`config.mk`:
```
export PLATFORM = sky130hd
export DESIGN_NAME = wpra_core
export DESIGN_NICKNAME = d
export VERILOG_FILES = /design/src/rtl/wpra_pkg.sv /design/src/rtl/wpra_core.sv
export SDC_FILE = /design/constraint.sdc
export NUM_CORES = 1
export LEC_CHECK = 0
export ABC_AREA = 1
export BUFFER_PORTS_ARGS = -buffer_cell sky130_fd_sc_hd__buf_2
export CORE_MARGIN = 10
export CORE_UTILIZATION = 25
export CTS_BUF_LIST = sky130_fd_sc_hd__clkbuf_16
export CTS_CLUSTER_DIAMETER = 50
export DETAILED_ROUTE_END_ITERATION = 16
export PLACE_DENSITY = 0.36
export SETUP_SLACK_MARGIN = 0.3
export SYNTH_ARGS = -nofsm -noshare
export SYNTH_HDL_FRONTEND = slang
export SYNTH_SLANG_ARGS = --single-unit
```
`constraint.sdc`:
```
create_clock -name clock_i -period 2.25 [get_ports clock_i]
set_input_delay 0.225 -clock clock_i [delete_from_list [all_inputs] [get_ports clock_i]]
set_output_delay 0.225 -clock clock_i [all_outputs]
set_load 0.1 [all_outputs]
```
`src/rtl/wpra_pkg.sv`:
```
/*
  Package for the wide parameter read access block: frame layout, command
  codes, exception codes and state encoding.
  Assumes one 20 MHz clock and a byte stream framing layer outside.
*/
package wpra_pkg;
  // ******************************************************************
  // Frame layout
  // ******************************************************************
  localparam logic [7:0] WPRA_CMD_READ = 8'h03;
  localparam logic [7:0] WPRA_EXC_FLAG = 8'h80;
  localparam logic [7:0] WPRA_EXC_ILLEGAL_FUNC = 8'h01;
  localparam logic [7:0] WPRA_EXC_ILLEGAL_ADDR = 8'h02;
  localparam logic [7:0] WPRA_EXC_ILLEGAL_VALUE = 8'h03;
  localparam int WPRA_REQ_LEN = 8;
  localparam int WPRA_MODE_BIT = 15;
  localparam logic [15:0] WPRA_CRC_INIT = 16'hffff;
  localparam logic [15:0] WPRA_CRC_POLY = 16'ha001;
  localparam logic [15:0] WPRA_MAX_REGS = 16'h007d;
  localparam logic [31:0] WPRA_CLK_HZ = 32'd20000000;

  // ******************************************************************
  // States
  // ******************************************************************
  typedef enum logic [4:0] {
    WPRA_IDLE = 5'b00001,
    WPRA_RECV = 5'b00010,
    WPRA_CHECK = 5'b00100,
    WPRA_FETCH = 5'b01000,
    WPRA_SEND = 5'b10000
  } wpra_state_e;

  function automatic logic [15:0] wpra_crc_byte(input logic [15:0] crc,
                                                input logic [7:0] data);
    logic [15:0] c;
    c = crc ^ {8'h00, data};
    for (int i = 0; i < 8; i++) begin
      c = c[0] ? ((c >> 1) ^ WPRA_CRC_POLY) : (c >> 1);
    end
    return c;
  endfunction : wpra_crc_byte
endpackage : wpra_pkg

```
`src/rtl/wpra_core.sv`:
```
/*
  Read request interpreter with 16/32-bit parameter access units.
  Assumes a byte stream in (valid only, one byte per pulse), a frame end
  pulse from the framing layer, a parameter store answering one cycle
  after a lookup, and a byte sink with valid/ready.
*/
`timescale 1ns/1ps
// How it works
// - Address bit 15 clear selects 16-bit units, set selects 32-bit units.
// - Lower fifteen address bits give the first parameter's index in both modes.
// - In 32-bit mode an odd register count gets an exception reply.
// - Each 32-bit parameter takes two register slots for counting; its index steps by one.
// - Request is address, command, start address, count, check code.
// - Good reply echoes address and command, byte count, data, check code.
// - In 32-bit mode every parameter returns as a 32-bit unit.
// - 32-bit parameter in 16-bit mode returns low half, no saturation.
// - 16-bit parameter, top bit clear, in 32-bit mode gets zero upper half.
// - Top bit set: signed fills ones, unsigned class fills zeros.
// - Matching lengths return the stored value unchanged.
// - Each parameter has a signed or unsigned class and 16/32-bit width.
// - Bad command or count gets an exception reply instead of data; a missing parameter's exception follows the bytes already sent.
module wpra_core import wpra_pkg::*; #(
  parameter logic [7:0] SLAVE_ADDR = 8'h05,
  parameter int IDX_W = 15
) (
  input wire logic clock_i,
  input wire logic nrst_i,
  input wire logic rx_valid_i,
  input wire logic [7:0] rx_data_i,
  input wire logic rx_end_i,
  output logic prm_req_o,
  output logic [IDX_W-1:0] prm_idx_o,
  input wire logic [31:0] prm_value_i,
  input wire logic prm_wide_i,
  input wire logic prm_signed_i,
  input wire logic prm_exists_i,
  output logic tx_valid_o,
  output logic [7:0] tx_data_o,
  output logic tx_last_o,
  input wire logic tx_ready_i
);
  // ******************************************************************
  // State record
  // ******************************************************************
  typedef struct packed {
    wpra_state_e st;
    logic [63:0] req;
    logic [3:0] nrx;
    logic [15:0] crc;
    logic wide;
    logic [14:0] idx;
    logic [15:0] left;
    logic [39:0] sh;
    logic [2:0] nout;
    logic [1:0] phase;
  } wpra_s;

  wpra_s r;
  wpra_s next_r;

  logic [7:0] b_cmd;
  logic [15:0] f_addr;
  logic [15:0] f_cnt;
  logic [15:0] f_crc;
  logic [15:0] units;
  logic [31:0] ext;
  logic [7:0] tx_byte;
  logic frame_ok;
  logic count_bad;
  logic take_byte;
  logic unit_done;

  // ******************************************************************
  // Field decode and length adaptation
  // ******************************************************************
  always_comb begin
    b_cmd = r.req[55:48];
    f_addr = r.req[47:32];
    f_cnt = r.req[31:16];
    f_crc = {r.req[7:0], r.req[15:8]};
    units = f_addr[WPRA_MODE_BIT] ? {1'b0, f_cnt[15:1]} : f_cnt;
    // Length adaptation of the stored value
    if (r.wide) begin
      if (prm_wide_i) begin
        ext = prm_value_i;
      end else if (prm_value_i[15] && prm_signed_i) begin
        ext = {16'hffff, prm_value_i[15:0]};
      end else begin
        ext = {16'h0000, prm_value_i[15:0]};
      end
    end else begin
      ext = {16'h0000, prm_value_i[15:0]};
    end
    tx_byte = r.sh[39:32];
    // Length, check code and slave address must all match
    frame_ok = (r.nrx == 4'(WPRA_REQ_LEN)) && (r.crc == f_crc)
               && (r.req[63:56] == SLAVE_ADDR);
    // Odd count in 32-bit mode, no units, or over the limit
    count_bad = (f_addr[WPRA_MODE_BIT] && f_cnt[0])
                || (units == 16'h0000)
                || (f_cnt > WPRA_MAX_REGS);
    take_byte = (r.st == WPRA_SEND) && tx_ready_i;
    unit_done = (r.nout == 3'd1);
  end

  // ******************************************************************
  // Next state
  // ******************************************************************
  always_comb begin
    next_r = r;
    unique case (r.st)
      WPRA_IDLE, WPRA_RECV: begin
        if (rx_valid_i) begin
          next_r.st = WPRA_RECV;
          if (r.nrx < 4'(WPRA_REQ_LEN)) begin
            next_r.req = {r.req[55:0], rx_data_i};
            if (r.nrx < 4'(WPRA_REQ_LEN - 2)) begin
              next_r.crc = wpra_crc_byte(r.crc, rx_data_i);
            end
          end
          next_r.nrx = (r.nrx == 4'hf) ? r.nrx : r.nrx + 4'h1;
        end
        if (rx_end_i) begin
          next_r.st = WPRA_CHECK;
        end
      end
      WPRA_CHECK: begin
        next_r.st = WPRA_IDLE;
        next_r.nrx = 4'h0;
        next_r.crc = WPRA_CRC_INIT;
        next_r.wide = f_addr[WPRA_MODE_BIT];
        next_r.idx = f_addr[14:0];
        next_r.left = units;
        next_r.phase = 2'd0;
        // Wrong length, checksum or foreign address: silent drop
        if (frame_ok) begin
          next_r.st = WPRA_SEND;
          next_r.nout = 3'd3;
          if (b_cmd != WPRA_CMD_READ) begin
            next_r.sh = {SLAVE_ADDR, b_cmd | WPRA_EXC_FLAG, WPRA_EXC_ILLEGAL_FUNC, 16'h0000};
            next_r.phase = 2'd3;
          end else if (count_bad) begin
            next_r.sh = {SLAVE_ADDR, b_cmd | WPRA_EXC_FLAG, WPRA_EXC_ILLEGAL_VALUE,
                         16'h0000};
            next_r.phase = 2'd3;
          end else begin
            next_r.sh = {SLAVE_ADDR, b_cmd, f_cnt[6:0], 1'b0, 16'h0000};
            next_r.phase = 2'd1;
          end
          next_r.crc = WPRA_CRC_INIT;
        end
      end
      WPRA_FETCH: begin
        // Store answers this cycle for the index sent last cycle
        if (!prm_exists_i) begin
          next_r.sh = {SLAVE_ADDR, WPRA_CMD_READ | WPRA_EXC_FLAG, WPRA_EXC_ILLEGAL_ADDR,
                       16'h0000};
          next_r.nout = 3'd3;
          next_r.phase = 2'd3;
          next_r.crc = WPRA_CRC_INIT;
        end else if (r.wide) begin
          next_r.sh = {ext, 8'h00};
          next_r.nout = 3'd4;
        end else begin
          next_r.sh = {ext[15:0], 24'h000000};
          next_r.nout = 3'd2;
        end
        next_r.idx = r.idx + 15'h0001;
        next_r.left = r.left - 16'h0001;
        next_r.st = WPRA_SEND;
      end
      // Each accepted byte shifts out; the check code is not fed back into itself
      WPRA_SEND: begin
        if (tx_ready_i) begin
          next_r.sh = {r.sh[31:0], 8'h00};
          next_r.nout = r.nout - 3'd1;
          if (r.phase != 2'd2) begin
            next_r.crc = wpra_crc_byte(r.crc, tx_byte);
          end
          if (r.nout == 3'd1) begin
            if (r.phase == 2'd2) begin
              next_r.st = WPRA_IDLE;
              next_r.crc = WPRA_CRC_INIT;
            end else if (r.phase == 2'd1 && r.left != 16'h0000) begin
              next_r.st = WPRA_FETCH;
            end else begin
              // Check code goes out low byte first
              next_r.sh = {next_r.crc[7:0], next_r.crc[15:8], 24'h000000};
              next_r.nout = 3'd2;
              next_r.phase = 2'd2;
            end
          end
        end
      end
      default: next_r.st = WPRA_IDLE;
    endcase
  end

  // ******************************************************************
  // Registers
  // ******************************************************************
  always_ff @(posedge clock_i) begin
    if (!nrst_i) begin
      r <= '{st: WPRA_IDLE, crc: WPRA_CRC_INIT, default: '0};
    end else begin
      r <= next_r;
    end
  end

  // ******************************************************************
  // Lookup and reply ports
  // ******************************************************************
  assign prm_req_o = take_byte && unit_done
                     && r.phase == 2'd1 && r.left != 16'h0000;
  assign prm_idx_o = IDX_W'(r.idx);
  assign tx_valid_o = (r.st == WPRA_SEND);
  assign tx_data_o = tx_byte;
  assign tx_last_o = (r.st == WPRA_SEND) && r.phase == 2'd2 && r.nout == 3'd1;
endmodule : wpra_core

```
### Yosys cells after proc, flatten, opt, wreduce, memory -nomap -nowiden

Index checks and enable logic that the tools add are counted.

| cells by class | value |
|---|---|
| muxes and demuxes | 53 |
| add/subtract/negate cells | 4 |
| $lt $le $gt $ge | 3 |
| reduce and logical (&&, ||, !) cells | 26 |
| bitwise operators | 18 |
| eq/ne operators | 26 |

Operators by type and width:

| operator | number |
|---|---|
| 16-bit 2-to-1 mux | 24 |
| 45-bit 2-to-1 mux | 5 |
| 45-bit case mux with 3 select lines | 1 |
| 32-bit 2-to-1 mux | 4 |
| 89-bit 2-to-1 mux | 1 |
| 43-bit 2-to-1 mux | 2 |
| 64-bit 2-to-1 mux | 1 |
| 16-bit case mux with 4 select lines | 1 |
| 31-bit case mux with 2 select lines | 1 |
| 2-bit inverter with 3-bit output | 16 |
| 40-bit 2-to-1 mux | 1 |
| 16-bit by 8-bit XOR with 16-bit output | 2 |
| 5-bit 2-to-1 mux | 6 |
| 5-bit case mux with 4 select lines | 1 |
| 2-bit inequality test, second input constant | 9 |
| 16-bit == test | 1 |
| 16-bit by 7-bit > comparator with 1-bit output, second input constant | 1 |
| 16-bit logical NOT | 1 |
| 16-bit nonzero test | 1 |
| 16-bit by 1-bit subtractor with 16-bit output, second input constant | 1 |
| 15-bit by 1-bit adder with 15-bit output, second input constant | 1 |
| 6-bit AND reduction | 2 |
| 1-bit logical AND | 11 |
| 3-bit AND reduction | 3 |
| 27 further kinds | 33 |

| word-level totals | value |
|---|---|
| output and inout bits | 26 |
| logic and storage cells | 140 |
| register bits | 166 |
| input port bits | 48 |

### Depth between registers and ports, before layout

Gate-level depths: netlist of run 1.

| depth | value |
|---|---|
| depth after elaboration | 23 |
| gate-level depth with buffers | 19 |
| gate-level depth less buffers | 18 |

### Least setup slack after synthesis of run 1

OpenSTA, ideal clock, no wires.

| timing path | value |
|---|---|
| path type | flip-flop to output port |
| from | reg r[45] (netlist name) |
| to | out prm_req_o |
| arrival | 3843 ps |
| data required time | 2025 ps |
| path buffers | 0 |
| cell stages (with the launch flop) | 10 |
| setup slack | -1818 ps |
| cells stage by stage | dfxtp_1 inv_1 ha_1 nand2_1 nor2_1 nand2_1 nor2_1 nand2_1 nand3_2 nor4_1 |

| on the way | value |
|---|---|
| longest elaborated chain between the ends | 2 |

RTL lines:

| what | RTL line | text |
|---|---|---|
| from (decl) | wpra_core.sv:58 | `wpra_s r;` |
| from (signal assigned) | wpra_core.sv:206 | `r <= next_r;` |
| 16-bit nonzero test | wpra_core.sv:214 | `&& r.phase == 2'd1 && r.left != 16'h0000;` |
| 1-bit logical AND | wpra_core.sv:214 |  |
| to (decl) | wpra_core.sv:31 | `output logic prm_req_o,` |

No other way between the ends.

### Final worst setup path of run 1

| timing path | value |
|---|---|
| from | reg r[50] (netlist name) |
| to | reg r[25] (netlist name) |

| on the way | value |
|---|---|
| longest elaborated chain between the ends | 7 |

RTL lines:

| what | RTL line | text |
|---|---|---|
| 16-bit nonzero test | wpra_core.sv:184 | `end else if (r.phase == 2'd1 && r.left != 16'h0000) begin` |
| 1-bit logical AND | wpra_core.sv:184 |  |
| 45-bit 2-to-1 mux | wpra_core.sv:184 |  |
| 45-bit 2-to-1 mux | wpra_core.sv:181 | `if (r.phase == 2'd2) begin` |
| 45-bit 2-to-1 mux | wpra_core.sv:180 | `if (r.nout == 3'd1) begin` |
| 45-bit 2-to-1 mux | wpra_core.sv:174 | `if (tx_ready_i) begin` |
| 45-bit case mux with 3 select lines | wpra_core.sv:111 | `unique case (r.st)` |

No other way between the ends. The select of a mux whose other input is x is not followed.
A chain may end at the register's enable or synchronous reset.

==> results of run 1 <==
-- Yosys cell counts (3+ instances only) --
master	instances
o21ai_1	17
nand3b_1	7
o21ai_0	168
nand4_1	16
inv_2	10
nand3_1	54
dfxtp_1	158
nor3_2	3
nor2_1	97
o221ai_1	3
inv_1	164
a21oi_1	169
a211oi_1	6
xnor2_1	18
buf_2	20
ha_1	6
xor2_1	24
nor4_1	10
a221oi_1	4
o22ai_1	5
nand2_1	277
o211ai_1	33
a31oi_1	8
nor3_1	12
nor2_4	3
buf_4	26
clkbuf_1	49
-- layout make-up --
type,count,area share
clock buffers,17,0.0327
flip-flops and latches,158,0.246
repair buffers,240,0.165
repair inverters,1,0.000864
inverters,174,0.0536
well taps,468,0.0449
clock inverters,15,0.00941
multi-input cells,966,0.447
-- state kept, by name, indices dropped and copies added (netlist names) --
name / cells
b_cmd: 8
f_addr: 16
f_cnt: 16
f_crc: 16
prm_idx_o: 15
r: 79
tx_data_o: 8
-- critical path: stages, from the launching register on --
cell      delay [ns]
dfxtp_2         0.34
or2_4           0.26
nor2_4          0.11
nand2_2         0.08
nor2_4          0.11
nand2_4         0.09
nand3_4         0.08
buf_6           0.10
buf_6           0.08
buf_6           0.09
nand3_4         0.15
nand2_4         0.12
buf_12          0.13
inv_16          0.05
nand2_1         0.05
nand2_1         0.06
nand2_1         0.08
o211ai_2        0.08
nand2_1         0.06
inv_1           0.04
-- cell usage in the layout, fill, tap and decap left out, types with 5 or more instances in the layout --
cell type  netlist  layout
a21oi_2          0      13
a31oi_1          8       8
dfxtp_1        158     133
nor4_1          10       6
nand4_1         16      16
nand3b_1         7       7
buf_6            0      29
nand2_2          0      42
dfxtp_2          0      20
nor3_2           3       7
nor3_1          12       7
nand3_4          1       8
nand3_2          2      12
o21ai_1         17      28
nor2_2           2      13
a211oi_1         6       5
inv_4            0       5
dfxtp_4          0       5
o21ai_0        168     146
nor2_4           3      14
nand2_4          0      15
xnor2_2          0       9
buf_4           26     111
nor2_1          97      75
xor2_1          24      21
inv_1          164     149
inv_2           10      16
inv_6            0       7
xnor2_1         18       7
buf_12           0      17
a21oi_1        169     153
buf_2           20      70
o22ai_1          5       5
nand2_1        277     218
nand3_1         54      37
buf_16           0       6
clkbuf_16        0      20
o211ai_1        33      33
o21ai_2          0       9
-- cell families after synthesis --
kind of cell | count (synthesis)
buf+inv | 271
simple gates | 490
flops | 158
fa+ha+maj | 6
xor+xnor | 42
compound gates | 428
-- layer usage --
layer,track usage,part of all wire,vias up,wire length [microns]
met5,0,0,-,0
met4,0.0521,0.016,0,614
met3,0.0250,0.030,30,1160
met2,0.271,0.47,153,17900
met1,0.224,0.48,4626,18400
li1,-,-,4954,-
-- report_power, final --
group	switching (W)	total [W]	leakage (nW)	internal, W
combinational	0.00205	0.00354	3.80	0.00149
clock	0.00140	0.00284	0.271	0.00145
sequential	0.000265	0.00335	1.30	0.00308
-- what timing repair did --
action	in CTS	in global routing
setup endpoints to repair	82	112
setup buffers	36	22
pin swaps	66	56
endpoints found under the hold margin	0	0
gates cloned	6	3
resized for setup	191	153
-- final timing paths --
path / to / depth (start not counted) / slack [ns]
worst min register to register: f_addr[10] / 2 / 0.47
worst min-delay path: r[15] / 3 / 0.06
worst max-delay path: r[25] / 19 / 0.002
worst max register to register: r[25] / 19 / 0.002
-- per-stage QoR --
step / hold slack (ns) / TNS [ns] / cell area [sq um] / cells / util
final: 0.0553 / 0 / 13000 / 2039 / 0.358
after global routing: 0.0464 / -1.79 / 13000 / 2039 / 0.358
after CTS: 0.0262 / -0.504 / 12200 / 2014 / 0.334
after detailed placement: 0.455 / -0.0206 / 10600 / 1940 / 0.290
after global placement: 0.452 / -0.263 / 10600 / 1940 / 0.290
after floorplan: 0.373 / 0 / 9220 / 1395 / -
==> metrics.md, run 1 <==
| Metric | Value |
|---|---|
| Synth cell types | 50 |
| Post-synthesis xor/xnor area fraction | 0.0400 |
| Final WS setup | 0.00168 ns |
| Initial DRC count | 543 |
| Post-synthesis sequential area ratio | 0.344 |
| Fraction of layout cells with a size suffix above 1 | 0.316 |
| All-Layer GR Usage | 0.168 |
| CP Class | reg -> reg |
| Synth Area in Compound Gates | 0.254 |
| Starting density of the core | 0.253 |
| Max-Cap Viols | 0 |
| Syn. warnings | 0 |
| Status | finished, final reports clean |
| GRT overflow | 0 |
| Syn_nets | 1,449 |
| Main combinational cell family by area after synthesis | compound AO/OA/AOI/OAI gates |
| Hpwl dp | 27.9 mm |
| Adder-Cell Fraction of Synth Area | 0.00816 |
| Predominant post-synthesis flop cell | dfxtp_1 |
| Worst EP required | 2.61 ns |
| Ys async rst share | 0 |
| R2r startpoint | r[50] |
| Minimum clock period after layout | 2.25 ns |
| Register area | 3210 sq um |
| Worst EP arrival | 2.61 ns |
| Top cells by area, synth | dfxtp_1, nand2_1, a21oi_1, o21ai_0, inv_1 |
| Worst slew pin tran | 0.620 ns |
| Ant diodes | 0 |
| Slew headroom | 0.582 |
| CTS buffer count | 17 |
| Top Ports | 74 |
| Largest net degree at the start of global routing | 89 |
| Maximum VDD drop | 0.000487 V |
| Row count | 70 |
| Lkg Pwr | 5.38 nW |
| Syn Inst Count | 1,395 |
| CTS tree | yes |
| Post-synthesis simple-gate area fraction | 0.230 |
| Post-synth top area share | 0.344 |
| Max Freq | 445 MHz |
| PwrDens | 747 nW/um^2 |
| Core area | 36,400 sq um |
| #FFs+latches synth | 158 |
| Unrepaired setup endpoints after global routing | true |
| Vias in the first global route | 9,666 |
| Hold Vio Cnt, Final | 0 |
| Clock root cell | clkbuf_16 |
| Drt drc | 0 |
| Clk Latency, worst-skew pair | 0.45 ns |
| Period utilization | 0.999 |
| Die X | 212 microns |
| Via-to-Cell Ratio | 4.79 |
| Post-route ant nets | 0 |
| Hold path start | prm_value_i[2] |
| P&R area growth vs syn | 41.6% |
| Fillers | 3,882 |
| Final #Nets | 1,612 |
| DR pass1 iterations | 7 |
| Die Area | 44,900 sq um |
| Hold Path Class | in -> reg |
| I/O Buffers | 73 |
| Routed WL | 38.1 mm |
| Max Clock Skew | 0.0138 ns |
| Die height | 212 microns |
| Mapped Area | 9200 sq um |
| Max FO, Critical Path | 10 |
| Deepest clock path buffer count | 2 |
| Worst Setup SP | r[50] |
| Finish-stage setup viols | 0 |
| CTS sink count | 158 |
| Final Max Slew Viols | 0 |
| Clk slew on worst S/H paths | 0.08 ns |
| Placer Congestion | 0.841 |
| Wire length per cell | 18.7 microns |
| Post-synth EDFFs | 0 |
| H-Tree Level Count | 4 |
| Worst slack, placed | -0.0202 ns |
| Worst setup SP type | flop |
| CP Capture Type | flop |
| First-pass GRT wire length | 57.7 mm |
| Area leader, netlist | dfxtp_1 |
| Overall Power | 0.00973 W |
| CTS Hold Buffers Added | 0 |
| Mux cell area share after synthesis | 0 |
| Via count | 9,763 |
| Multi-input gate area | 5830 sq um |
| Syn Area/Cell | 6.60 sq um |
| Antenna violations before repair | 0 |
Power figures use the tool's default switching activity.
==> run 2, diff against run 1 <==
Settings changed: CORE_UTILIZATION 25 to 30, PLACE_DENSITY 0.36 to 0.42.
==> metrics.md, run 2 (synthesis gave the netlist of run 1 again) <==
| Metric | Value |
|---|---|
| Status | finished, final reports clean |
| Via count | 9,885 |
| Clk Latency, worst-skew pair | 0.44 ns |
| Number of flip-flops in the largest register | 79 |
| Hold Path Class | in -> reg |
| Critical path's slowest cell | dfxtp_2 |
| Initial DRC count | 582 |
| Drt drc | 0 |
| Vias in the first global route | 9,691 |
| Fraction of layout cells with a size suffix above 1 | 0.346 |
| Antenna violations before repair | 0 |
| Minimum clock period after layout | 2.20 ns |
| Row count | 64 |
| GRT overflow | 0 |
| Placer Congestion | 0.832 |
| Register with the most flip-flops | r |
| CTS Hold Buffers Added | 0 |
| All-Layer GR Usage | 0.180 |
| Core area | 30,400 sq um |
| Die Area | 38,100 sq um |
| CTS sink count | 158 |
| R2r startpoint | r[47] |
| CTS buffer count | 17 |
| Ant diodes | 0 |
| CTS tree | yes |
| Most used cell, CP | nand2_2 |
| Max Freq | 455 MHz |
| Worst setup SP type | flop |
| Clock root cell | clkbuf_16 |
| Die height | 195 microns |
| Final #Nets | 1,608 |
| TNS Setup | 0 ns |
| Worst slew pin tran | 0.605 ns |
| Wire length per cell | 18.2 microns |
| Largest net degree at the start of global routing | 74 |
| Post-route ant nets | 0 |
| Hold Vio Cnt, Final | 0 |
| Hold path start | prm_value_i[4] |
| First-pass GRT wire length | 55.1 mm |
| H-Tree Level Count | 4 |
| PwrDens | 765 nW/um^2 |
| Deepest clock path buffer count | 2 |
| Max Clock Skew | 0.0149 ns |
| Slew headroom | 0.593 |
| Overall Power | 0.00992 W |
| Routed WL | 35.6 mm |
| Design area | 13,000 sq um |
| Commonest non-fill, non-tap cell in the layout | nand2_1 |
| Finish-stage setup viols | 0 |
| Top Ports | 74 |
| Max FO, Critical Path | 2 |
| Reg2reg setup slack | 0.11 ns |
| Maximum VDD drop | 0.000516 V |
| Lkg Pwr | 5.33 nW |
| Max stage delay on crit path | 0.34 ns |
| Via-to-Cell Ratio | 5.04 |
| WHS Endpoint | r[17] |
| Hpwl dp | 25.9 mm |
| Unrepaired setup endpoints after global routing | true |
| CP Cell Sequence | inv_2, ha_4, nand2_2, nor2_1, nand2_1, nor2_2, nand2_2, nand3_2, buf_6, nor4_4, buf_12 |
| Worst EP arrival | 1.97 ns |
| Max-Cap Viols | 0 |
| Fin util | 0.426 |
| Die X | 195 microns |
| Starting density of the core | 0.302 |
| Most frequent cells in the layout | nand2_1, a21oi_1, o21ai_0 |
| Worst EP required | 2.03 ns |
| Clk slew on worst S/H paths | 0.07 ns |
| CP Class | reg -> out |
| I/O Buffers | 73 |
| Hold Path Cell Cnt | 3 |
| FF-to-FF End | r[27] |
| DP Area | 10,400 sq um |
| CP Capture Type | output pin |
| P&R area growth vs syn | 40.8% |
| Period utilization | 0.977 |
| R2R depth | 19 |
| DR pass1 iterations | 4 |
| Final Max Slew Viols | 0 |
run 2: changes by cell type in the layout (fill, tap and decap cells not counted), sizes merged:
| cell | before | now |
|---|---|---|
| bufinv | 0 | 2 |
| clkbuf | 20 | 18 |
| clkinvlp | 2 | 4 |
| buf | 237 | 234 |
| inv | 182 | 179 |
run 2: how the worst max path moves through the flow:
stage | startpoint | endpoint | slack (ns) | depth (start not counted)
2_1_floorplan | r[45] | prm_req_o | 0.004 | 9
3_5_place_dp | r[93] | r[28] | 0.003 | 12
5_1_grt | r[46] | prm_req_o | -0.05 | 11
3_3_place_gp | r[85] | r[23] | -0.04 | 11
4_1_cts | r[46] | prm_req_o | -0.05 | 11
6_report | r[46] | prm_req_o | 0.05 | 11
run 2: worst max-delay path, delay by kind of cell (launching register included):
kind	cells	cell delay, ns
adders and majority gates	1	0.15
buffers and inverters	3	0.40
DFF	1	0.34
and+or+nand+nor	7	0.63
run 2: final cells by class:
cell class	instances	area, sq um
clock buffer	17	425
fill	3160	17500
inverter	174	704
tap	396	495
timing repair inverter	2	18.8
clock inverter	15	160
timing repair buffer	235	1980
multi-input combinational	966	5950
sequential	158	3220
run 2: power by group:
group	leakage, nW	switching (W)	internal [W]	total, W
combinational	3.74	0.00207	0.00149	0.00356
sequential	1.30	0.000290	0.00309	0.00338
clock	0.289	0.00133	0.00165	0.00298
run 2: what timing repair did:
item,4_1_cts,5_1_grt
gates resized for setup,238,176
pin swaps,61,76
setup endpoints to repair,69,77
cloned,6,1
setup buffers,44,26
run 2: metal layers:
metal,up-vias,GRT usage,share of wire
met1,4721,0.236,0.47
met2,176,0.302,0.48
li1,4953,-,-
met3,35,0.0252,0.034
met4,0,0.0475,0.016
met5,-,0,0
run 2: stage by stage:
stage / setup slack (ns) / hold slack (ns) / std cells
2_1_floorplan: 0.00417 / 0.373 / 1395
3_3_place_gp: -0.0371 / 0.448 / 1854
3_5_place_dp: 0.00347 / 0.451 / 1854
4_1_cts: -0.0471 / 0.0387 / 1936
5_1_grt: -0.0477 / 0.0686 / 1963
6_report: 0.0521 / 0.0605 / 1963
==> run 3, diff against run 2 <==
--- a/config.mk
+++ b/config.mk
@@ -6,5 +6,4 @@
 export NUM_CORES = 1
 export LEC_CHECK = 0
-export ABC_AREA = 1
 export BUFFER_PORTS_ARGS = -buffer_cell sky130_fd_sc_hd__buf_2
 export CORE_MARGIN = 10
==> constraint.sdc (replaced) <==
create_clock -name clock_i -period 2.25 [get_ports clock_i]
set_input_delay 0.225 -clock clock_i [delete_from_list [all_inputs] [get_ports clock_i]]
set_output_delay 0.225 -clock clock_i [all_outputs]
set_load 0.005 [all_outputs]
==> metrics.md, run 3 <==
| Metric | Value |
|---|---|
| Status | finished, final reports clean |
| Minimum clock period after layout | 2.24 ns |
| Via count | 9,119 |
| CP Capture Type | flop |
| Vias in the first global route | 9,062 |
| Core area | 28,600 sq um |
| Synth cell types | 68 |
| Worst Path Buf+Inv | 5 |
| Final WS setup | 0.00633 ns |
| Predominant post-synthesis flop cell | dfxtp_1 |
| Worst slew pin tran | 1.01 ns |
| Clk slew on worst S/H paths | 0.07 ns |
| Syn Inst Count | 1,127 |
| Die height | 190 microns |
| Most instantiated cells after synthesis | nand2_1, a21oi_1, dfxtp_1 |
| Worst setup SP type | flop |
| P&R area growth vs syn | 56.5% |
| Worst EP arrival | 2.58 ns |
| Worst slack, placed | -0.0603 ns |
| First-pass GRT wire length | 53.2 mm |
| Number of flip-flops in the largest register | 79 |
| CTS tree | yes |
| DR pass1 iterations | 6 |
| I/O Buffers | 73 |
| Drt drc | 0 |
| Post-synthesis sequential area ratio | 0.364 |
| Final Max Slew Viols | 0 |
| Non-Filler Instances | 1,743 |
| Placer Congestion | 0.834 |
| DP Area | 10,200 sq um |
| All-Layer GR Usage | 0.189 |
| Maximum VDD drop | 0.000616 V |
| Ys async rst share | 0 |
| Top cells by area, synth | dfxtp_1, a21oi_1, nand2_1, xnor2_1, o21ai_0 |
| Syn_nets | 1,181 |
| Fin util | 0.475 |
| Most frequent cells in the layout | buf_4, dfxtp_1, nand2_1 |
| Clock root cell | clkbuf_16 |
| CP Class | reg -> reg |
| Placed Cells | 1,628 |
| Post-route ant nets | 0 |
| Largest net degree at the start of global routing | 68 |
| Top cell family by delay on the critical path | compound AO/OA/AOI/OAI gates |
| TNS Setup | 0 ns |
| Antenna violations before repair | 0 |
| Cell with the most instances after synthesis | nand2_1 |
| Post-synth EDFFs | 0 |
| Lkg Pwr | 5.31 nW |
| CTS Hold Buffers Added | 0 |
| Design area | 13,600 sq um |
| Routed WL | 35.3 mm |
| CP Cell Sequence | inv_2, ha_4, nor3b_4, nand4_1, buf_6, a211oi_4, buf_4, buf_6, buf_6, nand2b_1, o21a_1, o22ai_2, a32o_1 |
| #FFs+latches synth | 158 |
| Area leader, netlist | dfxtp_1 |
| Commonest non-fill, non-tap cell in the layout | buf_4 |
| GRT overflow | 0 |
| Die X | 190 microns |
| Max-Cap Viols | 0 |
| H-Tree Level Count | 4 |
| Max stage delay on crit path | 0.33 ns |
| Reg2reg setup slack | 0.006 ns |
| Starting density of the core | 0.303 |
| Finish-stage setup viols | 0 |
| Unrepaired setup endpoints after global routing | true |
| Initial DRC count | 594 |
| Ant diodes | 0 |
| Via-to-Cell Ratio | 5.23 |
| Row count | 62 |
| Critical path's slowest cell | dfxtp_2 |
| Mapped Area | 8690 sq um |
| Deepest clock path buffer count | 2 |
| Syn Area/Cell | 7.71 sq um |
| Fraction of layout cells with a size suffix above 1 | 0.461 |
| Most used cell, CP | buf_6 |
| Max Freq | 446 MHz |
| Post-synth top area share | 0.364 |
| Hold Path Class | in -> reg |
| Hold Vio Cnt, Final | 0 |
| Slew headroom | 0.325 |
| Wire length per cell | 20.3 microns |
| Die Area | 36,200 sq um |
| Clk Latency, worst-skew pair | 0.44 ns |
| Max FO, Critical Path | 5 |
| Period utilization | 0.997 |
| Worst EP required | 2.58 ns |
| Top Ports | 74 |
| Max Clock Skew | 0.0125 ns |
| Hpwl dp | 24.4 mm |
| Syn. warnings | 0 |
| Final #Nets | 1,400 |
| Register with the most flip-flops | r |
| CTS buffer count | 17 |
| CTS sink count | 158 |
| PwrDens | 940 nW/um^2 |
## run 3: changes by cell type in the layout (fill, tap and decap cells not counted), sizes merged, moves of 9 or more
| cell | before | now |
|---|---|---|
| o22ai | 5 | 14 |
| o211ai | 35 | 15 |
| inv | 179 | 20 |
| o21ai | 185 | 72 |
| nand2 | 277 | 202 |
| a22oi | 1 | 16 |
| xnor2 | 18 | 53 |
| mux2i | 0 | 13 |
| xor2 | 24 | 14 |
| nand3 | 57 | 23 |
| nor2b | 0 | 9 |
| buf | 234 | 299 |
## run 3: worst paths after layout
path,from,end,depth (start not counted)
hold / removal,prm_value_i[7],r[20],3
setup / recovery,r[45],tx_data_o[7],13
setup reg to reg,r[45],tx_data_o[7],13
hold reg to reg,r[35],r[35],2
## run 3: power by group
part,switching [W],internal [W],leakage (nW),total [W]
sequential,0.000295,0.00305,1.28,0.00335
clock,0.00132,0.00142,0.268,0.00274
combinational,0.00323,0.00346,3.76,0.00669
total,0.00484,0.00794,5.31,0.0128
## run 3: repair_timing
action                                  in CTS  in global routing
pin swaps                                  134                135
hold endpoints to repair                     0                  0
resized for setup                          246                213
setup buffers                               41                 26
gates cloned                                15                  1
endpoints found under the setup margin     129                139
## run 3: stage by stage
step | hold slack, ns | power (W)
2_1_floorplan | 0.339 | 0.00595
3_3_place_gp | 0.440 | 0.00734
3_5_place_dp | 0.447 | 0.00734
4_1_cts | 0.0208 | 0.0120
5_1_grt | 0.0382 | 0.0134
6_report | 0.0403 | 0.0128
## run 3: kinds of logic (layout without fill, tap and decap cells)
family | count (synthesis) | count (layout) | share of synthesized area
and+or+nand+nor | 406 | 406 | 0.210
AOI/OAI and AO/OA | 351 | 351 | 0.243
DFF | 158 | 158 | 0.364
buffers and inverters | 114 | 346 | 0.0650
xor gates and xnor gates | 73 | 73 | 0.0864
muxes | 19 | 19 | 0.0228
adders and majority gates | 6 | 6 | 0.00864
## run 3: layout make-up
| cell class | instances | area [sq um] |
|---|---|---|
| clock inverter | 15 | 111 |
| timing repair buffer | 301 | 2840 |
| tap | 384 | 480 |
| sequential | 158 | 3200 |
| fill | 2772 | 15000 |
| clock buffer | 17 | 425 |
| inverter | 13 | 52.6 |
| multi-input combinational | 855 | 6480 |
## run 3: tightest hold or removal path: stages
cell     delay (ns)
buf_2          0.10
a22oi_2        0.05
nor2_1         0.07
## run 3: metal layers
metal  global-route usage  up-vias  part of all wire
met1                0.256     4479              0.48
met4               0.0548        0             0.018
met3               0.0392       30             0.041
met5                    0        -                 0
met2                0.299      177              0.46
li1                     -     4433                 -
